<file path="src/core/cafet_pkg.sv">
// Constants, types and address decoding for the channel flag block
`default_nettype none

package cafet_pkg;

  // ------------------------------------------------------------------
  // Geometry
  // ------------------------------------------------------------------
  localparam int          NUM_CH    = 16;
  localparam int          IDX_W     = 12;
  localparam int          ADDR_W    = 14;
  localparam int          CH_W      = 5;

  // ------------------------------------------------------------------
  // Register indices (byte address is four times the index)
  // ------------------------------------------------------------------
  localparam logic [5:0]  OFS_ALARM     = 6'h21;
  localparam logic [5:0]  OFS_VIOL      = 6'h22;
  localparam logic [5:0]  OFS_TALLY_LO  = 6'h23;
  localparam logic [5:0]  OFS_TALLY_HI  = 6'h24;
  localparam logic [5:0]  OFS_CFG       = 6'h2A;
  localparam logic [5:0]  OFS_IRQ_ST    = 6'h30;
  localparam logic [5:0]  OFS_IRQ_MASK  = 6'h31;
  localparam logic [5:0]  BLK_CH0       = 6'h1F;
  localparam logic [11:0] IDX_ALARM_CH1 = 12'h021;
  localparam logic [11:0] CH_STRIDE     = 12'h040;
  localparam logic [11:0] IDX_CH0_LO    = 12'h7E3;

  // ------------------------------------------------------------------
  // Field positions
  // ------------------------------------------------------------------
  localparam int          SYS_ALARM_BIT  = 7;
  localparam int          LINE_ALARM_BIT = 6;
  localparam int          PRBS_SYNC_BIT  = 5;
  localparam int          LOOP_UP_BIT    = 1;
  localparam int          LOOP_DOWN_BIT  = 0;
  localparam int          SYS_BPV_BIT    = 5;
  localparam int          LINE_BPV_BIT   = 4;
  localparam int          SYS_EXZ_BIT    = 3;
  localparam int          LINE_EXZ_BIT   = 2;
  localparam int          PRBS_ERR_BIT   = 1;
  localparam int          WRAP_BIT       = 0;
  localparam int          ALARM_ES_BIT   = 6;
  localparam int          PRBS_ES_BIT    = 5;
  localparam int          LOOP_ES_BIT    = 0;
  localparam int          MODE_BIT       = 1;
  localparam int          CAPTURE_BIT    = 2;
  localparam logic [7:0]  CFG_MASK       = 8'h63;
  localparam int          IRQ_W          = 3;
  localparam int          IRQ_ALARM_BIT  = 0;
  localparam int          IRQ_VIOL_BIT   = 1;
  localparam int          IRQ_TALLY_BIT  = 2;

  // ------------------------------------------------------------------
  // Reset values and counts
  // ------------------------------------------------------------------
  localparam logic [7:0]  FLAG_RST       = 8'h00;
  localparam logic [7:0]  TALLY_LO_RST   = 8'h00;
  localparam logic [15:0] TALLY_MAX      = 16'hFFFF;
  localparam int          CLK_HZ         = 20_000_000;
  localparam int          ROUND_MS       = 1000;
  localparam int          ROUND_CYCLES   = (CLK_HZ / 1000) * ROUND_MS;

  // ------------------------------------------------------------------
  // Bus answers
  // ------------------------------------------------------------------
  localparam logic [1:0]  RESP_OKAY      = 2'h0;
  localparam logic [1:0]  RESP_DECERR    = 2'h3;

  typedef enum logic [2:0] {
    SEL_NONE     = 3'h0,
    SEL_ALARM    = 3'h1,
    SEL_VIOL     = 3'h2,
    SEL_TALLY_LO = 3'h3,
    SEL_TALLY_HI = 3'h4,
    SEL_CFG      = 3'h5,
    SEL_IRQ_ST   = 3'h6,
    SEL_IRQ_MASK = 3'h7
  } cafet_sel_t;

  typedef struct packed {
    logic            hit;
    cafet_sel_t      sel;
    logic [CH_W-1:0] ch;
  } cafet_dec_t;

  // Map a register index onto a channel and register
  function automatic cafet_dec_t cafet_decode(input logic [IDX_W-1:0] idx);
    cafet_dec_t d;
    d.hit = 1'b0;
    d.sel = SEL_NONE;
    d.ch  = 5'h00;
    if (idx[11:10] == 2'h0) begin
      d.ch = 5'(idx[9:6]) + 5'h01;
      unique case (idx[5:0])
        OFS_ALARM:    d.sel = SEL_ALARM;
        OFS_VIOL:     d.sel = SEL_VIOL;
        OFS_TALLY_LO: d.sel = SEL_TALLY_LO;
        OFS_TALLY_HI: d.sel = SEL_TALLY_HI;
        OFS_CFG:      d.sel = SEL_CFG;
        default:      d.sel = SEL_NONE;
      endcase
    end else if (idx[11:6] == BLK_CH0) begin
      unique case (idx[5:0])
        OFS_TALLY_LO: d.sel = SEL_TALLY_LO;
        OFS_TALLY_HI: d.sel = SEL_TALLY_HI;
        OFS_CFG:      d.sel = SEL_CFG;
        OFS_IRQ_ST:   d.sel = SEL_IRQ_ST;
        OFS_IRQ_MASK: d.sel = SEL_IRQ_MASK;
        default:      d.sel = SEL_NONE;
      endcase
    end
    d.hit = (d.sel != SEL_NONE);
    return d;
  endfunction

endpackage : cafet_pkg

`default_nettype wire

</file>
<file path="src/core/cafet_flags.sv">
// Per-channel alarm flags, violation flags and fault tallies on AXI4-Lite
`default_nettype none

module cafet_flags #(
  parameter int NUM_CH       = cafet_pkg::NUM_CH,
  parameter int ROUND_CYCLES = cafet_pkg::ROUND_CYCLES
) (
  // Clock and reset
  input  wire logic                          clk_sys,
  input  wire logic                          sys_rst,
  // AXI4-Lite write address
  input  wire logic [cafet_pkg::ADDR_W-1:0]  s_axi_awaddr,
  input  wire logic                          s_axi_awvalid,
  output var  logic                          s_axi_awready,
  // AXI4-Lite write data
  input  wire logic [31:0]                   s_axi_wdata,
  input  wire logic [3:0]                    s_axi_wstrb,
  input  wire logic                          s_axi_wvalid,
  output var  logic                          s_axi_wready,
  // AXI4-Lite write response
  output var  logic [1:0]                    s_axi_bresp,
  output var  logic                          s_axi_bvalid,
  input  wire logic                          s_axi_bready,
  // AXI4-Lite read address
  input  wire logic [cafet_pkg::ADDR_W-1:0]  s_axi_araddr,
  input  wire logic                          s_axi_arvalid,
  output var  logic                          s_axi_arready,
  // AXI4-Lite read data
  output var  logic [31:0]                   s_axi_rdata,
  output var  logic [1:0]                    s_axi_rresp,
  output var  logic                          s_axi_rvalid,
  input  wire logic                          s_axi_rready,
  // Detector states, one bit per channel 1..16
  input  wire logic [NUM_CH-1:0]             sys_side_alarm_state,
  input  wire logic [NUM_CH-1:0]             line_side_alarm_state,
  input  wire logic [NUM_CH-1:0]             prbs_sync_state,
  input  wire logic [NUM_CH-1:0]             loop_up_code_state,
  input  wire logic [NUM_CH-1:0]             loop_down_code_state,
  // Detector event pulses, one bit per channel 1..16
  input  wire logic [NUM_CH-1:0]             sys_bpv_event,
  input  wire logic [NUM_CH-1:0]             line_bpv_event,
  input  wire logic [NUM_CH-1:0]             sys_exz_event,
  input  wire logic [NUM_CH-1:0]             line_exz_event,
  input  wire logic [NUM_CH-1:0]             prbs_bit_fault_event,
  // Error pulses to count, bit 0 is channel 0
  input  wire logic [NUM_CH:0]               fault_count_pulse,
  // Interrupts
  output var  logic                          flag_int,
  output var  logic                          irq
);

  // ------------------------------------------------------------------
  // State
  // ------------------------------------------------------------------
  typedef enum logic {
    WR_IDLE = 1'b0,
    WR_RESP = 1'b1
  } cafet_wr_t;

  typedef enum logic {
    RD_IDLE = 1'b0,
    RD_DATA = 1'b1
  } cafet_rd_t;

  typedef struct packed {
    logic [NUM_CH-1:0][7:0]           alarm_flag;
    logic [NUM_CH-1:0][7:0]           viol_flag;
    logic [NUM_CH-1:0][4:0]           prev_state;
    logic [NUM_CH:0][7:0]             cfg;
    logic [NUM_CH:0][15:0]            counter;
    logic [NUM_CH:0][15:0]            fault_tally;
    logic [cafet_pkg::IRQ_W-1:0]      irq_status;
    logic [cafet_pkg::IRQ_W-1:0]      irq_mask;
    logic                             flag_int;
    logic                             irq;
    cafet_wr_t                        wr_state;
    logic                             aw_got;
    logic                             w_got;
    logic [cafet_pkg::IDX_W-1:0]      wr_idx;
    logic [7:0]                       wr_byte;
    logic                             wr_lane;
    logic                             awready;
    logic                             wready;
    logic                             bvalid;
    logic [1:0]                       bresp;
    cafet_rd_t                        rd_state;
    logic                             arready;
    logic                             rvalid;
    logic [31:0]                      rdata;
    logic [1:0]                       rresp;
  } cafet_state_t;

  cafet_state_t                  s;
  cafet_state_t                  next_s;
  logic                          round_tick;
  logic [NUM_CH-1:0][7:0]        alarm_set;
  logic [NUM_CH-1:0][7:0]        alarm_clr;
  logic [NUM_CH-1:0][7:0]        viol_set;
  logic [NUM_CH-1:0][7:0]        viol_clr;
  logic [NUM_CH:0]               manual_cap;
  logic [NUM_CH:0]               capture;
  logic [NUM_CH:0]               wrap;
  logic [cafet_pkg::IRQ_W-1:0]   irq_set;
  logic [cafet_pkg::IRQ_W-1:0]   irq_rd_clr;
  logic [4:0]                    cur;
  logic [4:0]                    chg;
  logic [4:0]                    rise;
  logic [15:0]                   cnt_after;
  logic [7:0]                    rd_byte;
  cafet_pkg::cafet_dec_t         wdec;
  cafet_pkg::cafet_dec_t         rdec;
  logic [cafet_pkg::CH_W-1:0]    wfi;
  logic [cafet_pkg::CH_W-1:0]    rfi;

  // ------------------------------------------------------------------
  // Round timer
  // ------------------------------------------------------------------
  cafet_round_timer #(
    .ROUND_CYCLES (ROUND_CYCLES)
  ) u_round_timer (
    .clk_sys    (clk_sys),
    .sys_rst    (sys_rst),
    .round_tick (round_tick)
  );

  // ------------------------------------------------------------------
  // Next state
  // ------------------------------------------------------------------
  always_comb begin
    next_s     = s;
    alarm_set  = '0;
    alarm_clr  = '0;
    viol_set   = '0;
    viol_clr   = '0;
    manual_cap = '0;
    capture    = '0;
    wrap       = '0;
    irq_set    = '0;
    irq_rd_clr = '0;
    cur        = '0;
    chg        = '0;
    rise       = '0;
    cnt_after  = '0;
    rd_byte    = 8'h00;
    wdec       = cafet_pkg::cafet_decode(s.wr_idx);
    rdec       = cafet_pkg::cafet_decode(
                   s_axi_araddr[cafet_pkg::ADDR_W-1:2]);
    wfi        = wdec.ch - 5'h01;
    rfi        = rdec.ch - 5'h01;

    // Write channel: address and data taken in either order
    if (s.awready && s_axi_awvalid) begin
      next_s.aw_got = 1'b1;
      next_s.wr_idx = s_axi_awaddr[cafet_pkg::ADDR_W-1:2];
    end
    if (s.wready && s_axi_wvalid) begin
      next_s.w_got   = 1'b1;
      next_s.wr_byte = s_axi_wdata[7:0];
      next_s.wr_lane = s_axi_wstrb[0];
    end
    unique case (s.wr_state)
      WR_IDLE: begin
        if (s.aw_got && s.w_got) begin
          next_s.aw_got   = 1'b0;
          next_s.w_got    = 1'b0;
          next_s.bvalid   = 1'b1;
          next_s.wr_state = WR_RESP;
          next_s.bresp    = wdec.hit ? cafet_pkg::RESP_OKAY
                                     : cafet_pkg::RESP_DECERR;
          if (wdec.hit && s.wr_lane) begin
            unique case (wdec.sel)
              cafet_pkg::SEL_ALARM: begin
                alarm_clr[wfi[3:0]] = s.wr_byte;
              end
              cafet_pkg::SEL_VIOL: begin
                viol_clr[wfi[3:0]] = s.wr_byte;
              end
              cafet_pkg::SEL_CFG: begin
                next_s.cfg[wdec.ch] = s.wr_byte & cafet_pkg::CFG_MASK;
                manual_cap[wdec.ch] = s.wr_byte[cafet_pkg::CAPTURE_BIT];
              end
              cafet_pkg::SEL_IRQ_MASK: begin
                next_s.irq_mask = s.wr_byte[cafet_pkg::IRQ_W-1:0];
              end
              default: begin
              end
            endcase
          end
        end
      end
      WR_RESP: begin
        if (s_axi_bready) begin
          next_s.bvalid   = 1'b0;
          next_s.wr_state = WR_IDLE;
        end
      end
    endcase
    next_s.awready = !next_s.aw_got && (next_s.wr_state == WR_IDLE);
    next_s.wready  = !next_s.w_got && (next_s.wr_state == WR_IDLE);

    // Read channel, one cycle to data
    unique case (s.rd_state)
      RD_IDLE: begin
        if (s.arready && s_axi_arvalid) begin
          unique case (rdec.sel)
            cafet_pkg::SEL_ALARM:    rd_byte = s.alarm_flag[rfi[3:0]];
            cafet_pkg::SEL_VIOL:     rd_byte = s.viol_flag[rfi[3:0]];
            cafet_pkg::SEL_TALLY_LO: begin
              rd_byte = s.fault_tally[rdec.ch][7:0];
            end
            cafet_pkg::SEL_TALLY_HI: begin
              rd_byte = s.fault_tally[rdec.ch][15:8];
            end
            cafet_pkg::SEL_CFG:      rd_byte = s.cfg[rdec.ch];
            cafet_pkg::SEL_IRQ_ST: begin
              rd_byte    = 8'(s.irq_status);
              irq_rd_clr = s.irq_status;
            end
            cafet_pkg::SEL_IRQ_MASK: rd_byte = 8'(s.irq_mask);
            default:                 rd_byte = 8'h00;
          endcase
          next_s.rdata    = {24'h000000, rd_byte};
          next_s.rresp    = rdec.hit ? cafet_pkg::RESP_OKAY
                                     : cafet_pkg::RESP_DECERR;
          next_s.rvalid   = 1'b1;
          next_s.arready  = 1'b0;
          next_s.rd_state = RD_DATA;
        end else begin
          next_s.arready = 1'b1;
        end
      end
      RD_DATA: begin
        if (s_axi_rready) begin
          next_s.rvalid   = 1'b0;
          next_s.arready  = 1'b1;
          next_s.rd_state = RD_IDLE;
        end
      end
    endcase

    // Fault tallies and rounds
    for (int c = 0; c <= NUM_CH; c++) begin
      capture[c] = manual_cap[c] ||
                   (round_tick && s.cfg[c][cafet_pkg::MODE_BIT]);
      wrap[c]    = fault_count_pulse[c] &&
                   (s.counter[c] == cafet_pkg::TALLY_MAX);
      cnt_after  = (fault_count_pulse[c] && !wrap[c]) ?
                   s.counter[c] + 16'h0001 : s.counter[c];
      if (capture[c]) begin
        next_s.fault_tally[c] = cnt_after;
        next_s.counter[c]     = 16'h0000;
      end else begin
        next_s.counter[c] = cnt_after;
      end
    end

    // Edge detection and flag setting per channel
    for (int c = 0; c < NUM_CH; c++) begin
      cur  = {sys_side_alarm_state[c], line_side_alarm_state[c],
              prbs_sync_state[c], loop_up_code_state[c],
              loop_down_code_state[c]};
      chg  = cur ^ s.prev_state[c];
      rise = cur & ~s.prev_state[c];
      next_s.prev_state[c] = cur;
      alarm_set[c][cafet_pkg::SYS_ALARM_BIT] =
        s.cfg[c+1][cafet_pkg::ALARM_ES_BIT] ? chg[4] : rise[4];
      alarm_set[c][cafet_pkg::LINE_ALARM_BIT] =
        s.cfg[c+1][cafet_pkg::ALARM_ES_BIT] ? chg[3] : rise[3];
      alarm_set[c][cafet_pkg::PRBS_SYNC_BIT] =
        s.cfg[c+1][cafet_pkg::PRBS_ES_BIT] ? chg[2] : rise[2];
      alarm_set[c][cafet_pkg::LOOP_UP_BIT] =
        s.cfg[c+1][cafet_pkg::LOOP_ES_BIT] ? chg[1] : rise[1];
      alarm_set[c][cafet_pkg::LOOP_DOWN_BIT] =
        s.cfg[c+1][cafet_pkg::LOOP_ES_BIT] ? chg[0] : rise[0];
      viol_set[c][cafet_pkg::SYS_BPV_BIT]  = sys_bpv_event[c];
      viol_set[c][cafet_pkg::LINE_BPV_BIT] = line_bpv_event[c];
      viol_set[c][cafet_pkg::SYS_EXZ_BIT]  = sys_exz_event[c];
      viol_set[c][cafet_pkg::LINE_EXZ_BIT] = line_exz_event[c];
      viol_set[c][cafet_pkg::PRBS_ERR_BIT] = prbs_bit_fault_event[c];
      viol_set[c][cafet_pkg::WRAP_BIT]     = wrap[c+1];
      next_s.alarm_flag[c] =
        (s.alarm_flag[c] & ~alarm_clr[c]) | alarm_set[c];
      next_s.viol_flag[c] =
        (s.viol_flag[c] & ~viol_clr[c]) | viol_set[c];
    end

    // Summary interrupt: sticky, cleared by reading, set wins
    irq_set[cafet_pkg::IRQ_ALARM_BIT] = |alarm_set;
    irq_set[cafet_pkg::IRQ_VIOL_BIT]  = |viol_set;
    irq_set[cafet_pkg::IRQ_TALLY_BIT] = |capture;
    next_s.irq_status = (s.irq_status & ~irq_rd_clr) | irq_set;
    next_s.irq        = |(next_s.irq_status & next_s.irq_mask);
    next_s.flag_int   = (|next_s.alarm_flag) ||
                        (|next_s.viol_flag);
  end

  // ------------------------------------------------------------------
  // State register
  // ------------------------------------------------------------------
  always_ff @(posedge clk_sys or posedge sys_rst) begin
    if (sys_rst) begin
      s <= '0;
    end else begin
      s <= next_s;
    end
  end

  // ------------------------------------------------------------------
  // Outputs
  // ------------------------------------------------------------------
  assign s_axi_awready = s.awready;
  assign s_axi_wready  = s.wready;
  assign s_axi_bresp   = s.bresp;
  assign s_axi_bvalid  = s.bvalid;
  assign s_axi_arready = s.arready;
  assign s_axi_rdata   = s.rdata;
  assign s_axi_rresp   = s.rresp;
  assign s_axi_rvalid  = s.rvalid;
  assign flag_int      = s.flag_int;
  assign irq           = s.irq;

endmodule // cafet_flags

`default_nettype wire

</file>
<file path="src/core/cafet_round_timer.sv">
// Counting round timer: one-cycle tick at the end of every round
`default_nettype none

module cafet_round_timer #(
  parameter int ROUND_CYCLES = cafet_pkg::ROUND_CYCLES
) (
  // Clock and reset
  input  wire logic clk_sys,
  input  wire logic sys_rst,
  // Round end
  output var  logic round_tick
);

  localparam int CNT_W = $clog2(ROUND_CYCLES + 1);
  localparam logic [CNT_W-1:0] LAST = CNT_W'(ROUND_CYCLES - 1);

  typedef struct packed {
    logic [CNT_W-1:0] count;
    logic             tick;
  } cafet_timer_t;

  cafet_timer_t s;
  cafet_timer_t next_s;

  // ------------------------------------------------------------------
  // Round counter
  // ------------------------------------------------------------------
  always_comb begin
    next_s      = s;
    next_s.tick = (s.count == LAST);
    if (s.count == LAST) begin
      next_s.count = '0;
    end else begin
      next_s.count = s.count + CNT_W'(1);
    end
  end

  always_ff @(posedge clk_sys or posedge sys_rst) begin
    if (sys_rst) begin
      s <= '0;
    end else begin
      s <= next_s;
    end
  end

  assign round_tick = s.tick;

endmodule // cafet_round_timer

`default_nettype wire

</file>
<file path="config.mk">
export PLATFORM = sky130hd
export DESIGN_NAME = cafet_flags
export DESIGN_NICKNAME = d
export VERILOG_FILES = /design/src/core/cafet_pkg.sv /design/src/core/cafet_flags.sv /design/src/core/cafet_round_timer.sv
export SDC_FILE = /design/constraint.sdc
export NUM_CORES = 2
export LEC_CHECK = 0
export ABC_AREA = 1
export BUFFER_PORTS_ARGS = -buffer_cell sky130_fd_sc_hd__buf_2
export CORE_MARGIN = 2
export CORE_UTILIZATION = 40
export DETAILED_ROUTE_END_ITERATION = 10
export SYNTH_ARGS = -nofsm -noshare
export SYNTH_HDL_FRONTEND = slang
export SYNTH_SLANG_ARGS = --single-unit
</file>
<file path="constraint.sdc">
create_clock -name clk_sys -period 109.8 [get_ports clk_sys]
set_input_delay 21.96 -clock clk_sys [delete_from_list [all_inputs] [get_ports clk_sys]]
set_output_delay 21.96 -clock clk_sys [all_outputs]
set_load 0.01 [all_outputs]
</file>
==> report_table.html <==
<table>
<tr><th>Metric</th><th>Value</th></tr>
<tr><th colspan="2">Outcome</th></tr>
<tr><td>Status</td><td>completed</td></tr>
<tr><th colspan="2">Clock network</th></tr>
<tr><td>TritonCTS clock tree</td><td>done</td></tr>
<tr><td>Clock Sink Count</td><td>1022</td></tr>
<tr><td>CTS root buffer</td><td>sky130_fd_sc_hd__clkbuf_16</td></tr>
<tr><td>Total CTS buffers</td><td>approximately 120</td></tr>
<tr><td>Clock slew at the register clock pins of the worst setup and hold paths</td><td>0.05 ns</td></tr>
<tr><td>Insertion delay of the later-clocked pin in the worst-skew pair</td><td>0.75 ns</td></tr>
<tr><td>Number of buffers on the longest clock path</td><td>3</td></tr>
<tr><td>CTS H-tree lvls</td><td>3</td></tr>
<tr><td>CTS Hold Bufs</td><td>0</td></tr>
<tr><td># resized after CTS</td><td>0</td></tr>
<tr><td>Number of setup buffers added after CTS</td><td>0</td></tr>
<tr><th colspan="2">Synth</th></tr>
<tr><td>Part of the Yosys area used for sequential elements</td><td>0.4859</td></tr>
<tr><td>Number of warning messages in the yosys log</td><td>0</td></tr>
<tr><td>Average cell area after synthesis</td><td>7.808 um^2</td></tr>
<tr><td>Post-synthesis cell count</td><td>6741</td></tr>
<tr><td>Number of flops mapped to enable cells by yosys</td><td>0</td></tr>
<tr><td>Number of register bits inferred by synthesis</td><td>about 1000</td></tr>
<tr><td>Most frequently used flop master after synthesis</td><td>sky130_fd_sc_hd__dfrtp_1</td></tr>
<tr><td>Async S/R FF share, synth</td><td>1.000</td></tr>
<tr><td>Netlist area before placement</td><td>~53000 um^2</td></tr>
<tr><td>Count of different cell masters after synthesis</td><td>62</td></tr>
<tr><th colspan="2">Setup path</th></tr>
<tr><td>End of the worst register-to-register path</td><td>irq$_DFF_PP0_</td></tr>
<tr><td>Minimum setup slack among reg-to-reg paths</td><td>around 100 ns</td></tr>
<tr><td>Setup Crit Path Kind</td><td>input port to register</td></tr>
<tr><td>Maximum fanout count along the critical path</td><td>54</td></tr>
<tr><td>Number of cells on the worst reg-to-reg path</td><td>20</td></tr>
<tr><td>Worst R2R Start</td><td>s[57]$_DFFE_PP0P_</td></tr>
<tr><td>Kind of launch point of the worst setup path</td><td>input port</td></tr>
<tr><td>CP required</td><td>110.40 ns</td></tr>
<tr><td>Arr. time, crit path</td><td>27.32 ns</td></tr>
<tr><td>Endpoint type of the worst setup path</td><td>register</td></tr>
<tr><th colspan="2">Finish</th></tr>
<tr><td>Count of filler cells inserted in the layout</td><td>13186</td></tr>
<tr><td>Utilization after layout</td><td>0.4531</td></tr>
<tr><td>Fin nets</td><td>7224</td></tr>
<tr><td>Layout Area Growth over Synthesis</td><td>12.74%</td></tr>
<tr><td>Fraction of final layout cells with drive strength greater than 1</td><td>0.08392</td></tr>
<tr><td>Final design area excluding fillers</td><td>59340 um^2</td></tr>
<tr><th colspan="2">GRT</th></tr>
<tr><td>Maximum number of pins on one net before global-route repair</td><td>162</td></tr>
<tr><td>Sum of overflow across all layers after global routing</td><td>0</td></tr>
<tr><td>Overall track demand over capacity in global routing</td><td>0.2769</td></tr>
<tr><td>Global-route wire length before repair</td><td>282200 um</td></tr>
<tr><td>Via count of the first global-routing pass</td><td>45567</td></tr>
<tr><td>Antenna violations before repair</td><td>10</td></tr>
<tr><th colspan="2">Drt</th></tr>
<tr><td>Wire length reported by the detailed router</td><td>approximately 190000 um</td></tr>
<tr><td>Avg WL per Cell</td><td>~21 um</td></tr>
<tr><td>Detailed Routing Iterations Pass 1</td><td>6</td></tr>
<tr><td>Number of design-rule violations left by the first detailed-router iteration</td><td>5014</td></tr>
<tr><td>Via/cell ratio</td><td>5.332</td></tr>
<tr><td>DRT antenna net count</td><td>0</td></tr>
<tr><td>Count of vias placed by the detailed router</td><td>46560</td></tr>
<tr><td>Number of DRC violations after detailed routing</td><td>0</td></tr>
<tr><th colspan="2">Floorplan</th></tr>
<tr><td>Die Width</td><td>366.8 um</td></tr>
<tr><td>Num ports</td><td>291</td></tr>
<tr><td>Die Area</td><td>134500 um^2</td></tr>
<tr><td>Site row count</td><td>around 130</td></tr>
<tr><td>Height of the die</td><td>366.8 um</td></tr>
<tr><td>Floorplan Core Area</td><td>131000 um^2</td></tr>
<tr><td>Starting utilization of the core area</td><td>0.4019</td></tr>
<tr><th colspan="2">Timing</th></tr>
<tr><td>Least-Margin Pin Slew</td><td>1.248 ns</td></tr>
<tr><td>Fmax</td><td>0.03743 GHz</td></tr>
<tr><td>Unrepaired setup endpoints after global routing</td><td>false</td></tr>
<tr><td>Min cycle time layout</td><td>26.72 ns</td></tr>
<tr><td>Final setup TNS</td><td>0 ns</td></tr>
<tr><td>Worst slew margin</td><td>0.1595</td></tr>
<tr><td>Crit path setup slack, layout</td><td>83.08 ns</td></tr>
<tr><td>Fin Clk Skew</td><td>between 0.02 and 0.025 ns</td></tr>
<tr><td>Final hold vios</td><td>0</td></tr>
<tr><td>Final worst path period share</td><td>0.2434</td></tr>
<tr><td>Final Max Slew Viols</td><td>0</td></tr>
<tr><td>Final setup viols</td><td>0</td></tr>
<tr><th colspan="2">Place</th></tr>
<tr><td>Half-perimeter wire length after placement</td><td>135300 um</td></tr>
<tr><td>Setup WS pre-CTS</td><td>~83 ns</td></tr>
<tr><td>Placed cell area</td><td>about 55000 um^2</td></tr>
<tr><td>GPL Wtd Cong</td><td>0.9664</td></tr>
<tr><td>Number of buffers added on ports</td><td>235</td></tr>
<tr><th colspan="2">Pwr</th></tr>
<tr><td>Static Leak</td><td>about 28 nW</td></tr>
<tr><td>Worst ir drop on vdd</td><td>0.01280 mV</td></tr>
<tr><td>Total power density per cell area</td><td>17.23 nW/um^2</td></tr>
<tr><th colspan="2">Worst hold path</th></tr>
<tr><td>Class of the worst hold path</td><td>register to register</td></tr>
<tr><td>Hold Path Origin</td><td>s[36]$_DFF_PP0_</td></tr>
<tr><td>Min-Delay Path Depth</td><td>1</td></tr>
<tr><td>End point of the worst hold path</td><td>s_axi_rvalid$_DFFE_PP0P_</td></tr>
<tr><th colspan="2">Flow run</th></tr>
<tr><td>Number of max-capacitance violations reported</td><td>0</td></tr>
</table>
cells in the final DEF, fill, tap and decap left out, types with 20 or more instances in the layout:
cell type / instances
sky130_fd_sc_hd__conb_1: 24
sky130_fd_sc_hd__o21ai_1: 83
sky130_fd_sc_hd__o211ai_1: 25
sky130_fd_sc_hd__inv_1: 758
sky130_fd_sc_hd__clkbuf_8: 26
sky130_fd_sc_hd__nand3_1: 373
sky130_fd_sc_hd__ha_1: 100
sky130_fd_sc_hd__nand2_1: 1544
sky130_fd_sc_hd__inv_2: 20
sky130_fd_sc_hd__buf_2: 235
sky130_fd_sc_hd__nor3_1: 92
sky130_fd_sc_hd__xnor2_1: 67
sky130_fd_sc_hd__a32o_1: 24
sky130_fd_sc_hd__o21ai_0: 449
sky130_fd_sc_hd__nand4_1: 147
sky130_fd_sc_hd__xor2_1: 176
sky130_fd_sc_hd__nor4_1: 45
sky130_fd_sc_hd__clkbuf_1: 25
sky130_fd_sc_hd__dfrtp_1: 1022
sky130_fd_sc_hd__buf_4: 67
sky130_fd_sc_hd__clkinv_2: 22
sky130_fd_sc_hd__a21oi_1: 365
sky130_fd_sc_hd__nor2_1: 939
sky130_fd_sc_hd__clkbuf_16: 117
worst max-delay path: stages:
cell and delay [ns]:
sky130_fd_sc_hd__buf_2 0.07, sky130_fd_sc_hd__buf_4 0.49, sky130_fd_sc_hd__ha_1 0.37, sky130_fd_sc_hd__nand2_4 0.26, sky130_fd_sc_hd__buf_4 0.43, sky130_fd_sc_hd__buf_4 0.59
sky130_fd_sc_hd__ha_4 0.56, sky130_fd_sc_hd__buf_4 0.69, sky130_fd_sc_hd__a31oi_1 0.16, sky130_fd_sc_hd__a21oi_1 0.35, sky130_fd_sc_hd__o21ai_0 0.34, sky130_fd_sc_hd__a31oi_1 0.26
sky130_fd_sc_hd__nand2_1 0.13, sky130_fd_sc_hd__o21ai_1 0.42, sky130_fd_sc_hd__nand2_1 0.09
metrics by stage:
| step | cells | total power, W | hold slack [ns] |
|---|---|---|---|
| 5_1_grt | 8729 | 0.001065 | 0.4658 |
| 4_1_cts | 8726 | 0.001025 | 0.4490 |
| 3_3_place_gp | 8513 | 0.0006107 | 0.4279 |
| 2_1_floorplan | 6764 | 0.0005455 | 0.4213 |
| 6_report | 8733 | 0.001023 | 0.4445 |
| 3_5_place_dp | 8513 | 0.0006138 | 0.4416 |
logic make-up after synthesis:
logic type      share of synthesized area
compound gates                     0.1095
fa+ha+maj                         0.02401
other cells                    0.00007124
mux                              0.002353
buf+inv                           0.08415
flops                              0.4859
xor+xnor                          0.04060
simple gates                       0.2535
sequential cells by signal, indices dropped and copies added, names as in the netlist:
name and flops:
flag_int 1, irq 1, s 979, s_axi_arready 1
s_axi_awready 1, s_axi_bresp 1, s_axi_bvalid 1, s_axi_rdata 8
s_axi_rresp 1, s_axi_rvalid 1, s_axi_wready 1, u_round_timer.round_tick 1
u_round_timer.s 25
layout make-up:
| cell class | count | area [um^2] | share of cell area |
|---|---|---|---|
| Sequential cell | 1022 | 25570 | 0.4310 |
| Multi-Input combinational cell | 4644 | 22830 | 0.3847 |
| Tap cell | 1755 | 2196 | 0.03701 |
| Clock buffer | 168 | 3379 | 0.05695 |
| Clock inverter | 45 | 634.4 | 0.01069 |
| Timing Repair Buffer | 305 | 1739 | 0.02931 |
| Antenna cell | 7 | 17.52 | 0.0002952 |
| Inverter | 787 | 2969 | 0.05004 |
Yosys cell counts (86+ instances only):
cell                          n  area share
sky130_fd_sc_hd__xor2_1     177       0.029
sky130_fd_sc_hd__a21oi_1    365       0.035
sky130_fd_sc_hd__ha_1       101       0.024
sky130_fd_sc_hd__dfrtp_1   1022        0.49
sky130_fd_sc_hd__o21ai_0    449       0.043
sky130_fd_sc_hd__nand4_1    147       0.017
sky130_fd_sc_hd__nor2_1     942       0.067
sky130_fd_sc_hd__nor3_1      92      0.0087
sky130_fd_sc_hd__inv_1      760       0.054
sky130_fd_sc_hd__clkbuf_1   155       0.011
sky130_fd_sc_hd__o21ai_1     86      0.0082
sky130_fd_sc_hd__nand2_1   1547        0.11
sky130_fd_sc_hd__nand3_1    373       0.035
worst max path at each step:
stage | startpoint | endpoint | slack, ns | depth (start not counted)
2_1_floorplan | sys_rst | flag_int$_DFF_PP0_ | 59.08 | 1
3_3_place_gp | s_axi_araddr[8] | s_axi_rdata[6]$_DFFE_PP0P_ | 82.55 | 15
3_5_place_dp | s_axi_araddr[8] | s_axi_rdata[6]$_DFFE_PP0P_ | 82.56 | 15
4_1_cts | s_axi_araddr[8] | s_axi_rdata[6]$_DFFE_PP0P_ | 83.32 | 15
5_1_grt | s_axi_araddr[8] | s_axi_rdata[6]$_DFFE_PP0P_ | 83.06 | 15
6_report | s_axi_araddr[8] | s_axi_rdata[7]$_DFFE_PP0P_ | 83.08 | 15
power breakdown:
part / internal [W] / switching [W] / leakage [nW]
registers: 0.000405 / 0.0000277 / 11.2
logic: 0.0000495 / 0.000130 / 14.3
clock network: 0.000246 / 0.000165 / 1.98
per-layer routing:
metal,wire (um),vias up,GRT usage,part of all wire
li1,-,21904,-,-
met1,75790,22358,0.3533,0.40
met2,85340,1829,0.4412,0.45
met3,13300,467,0.04358,0.071
met4,13240,2,0.1712,0.071
met5,13,-,0,0.000069
No activity file was read; power rests on OpenSTA's default activity.
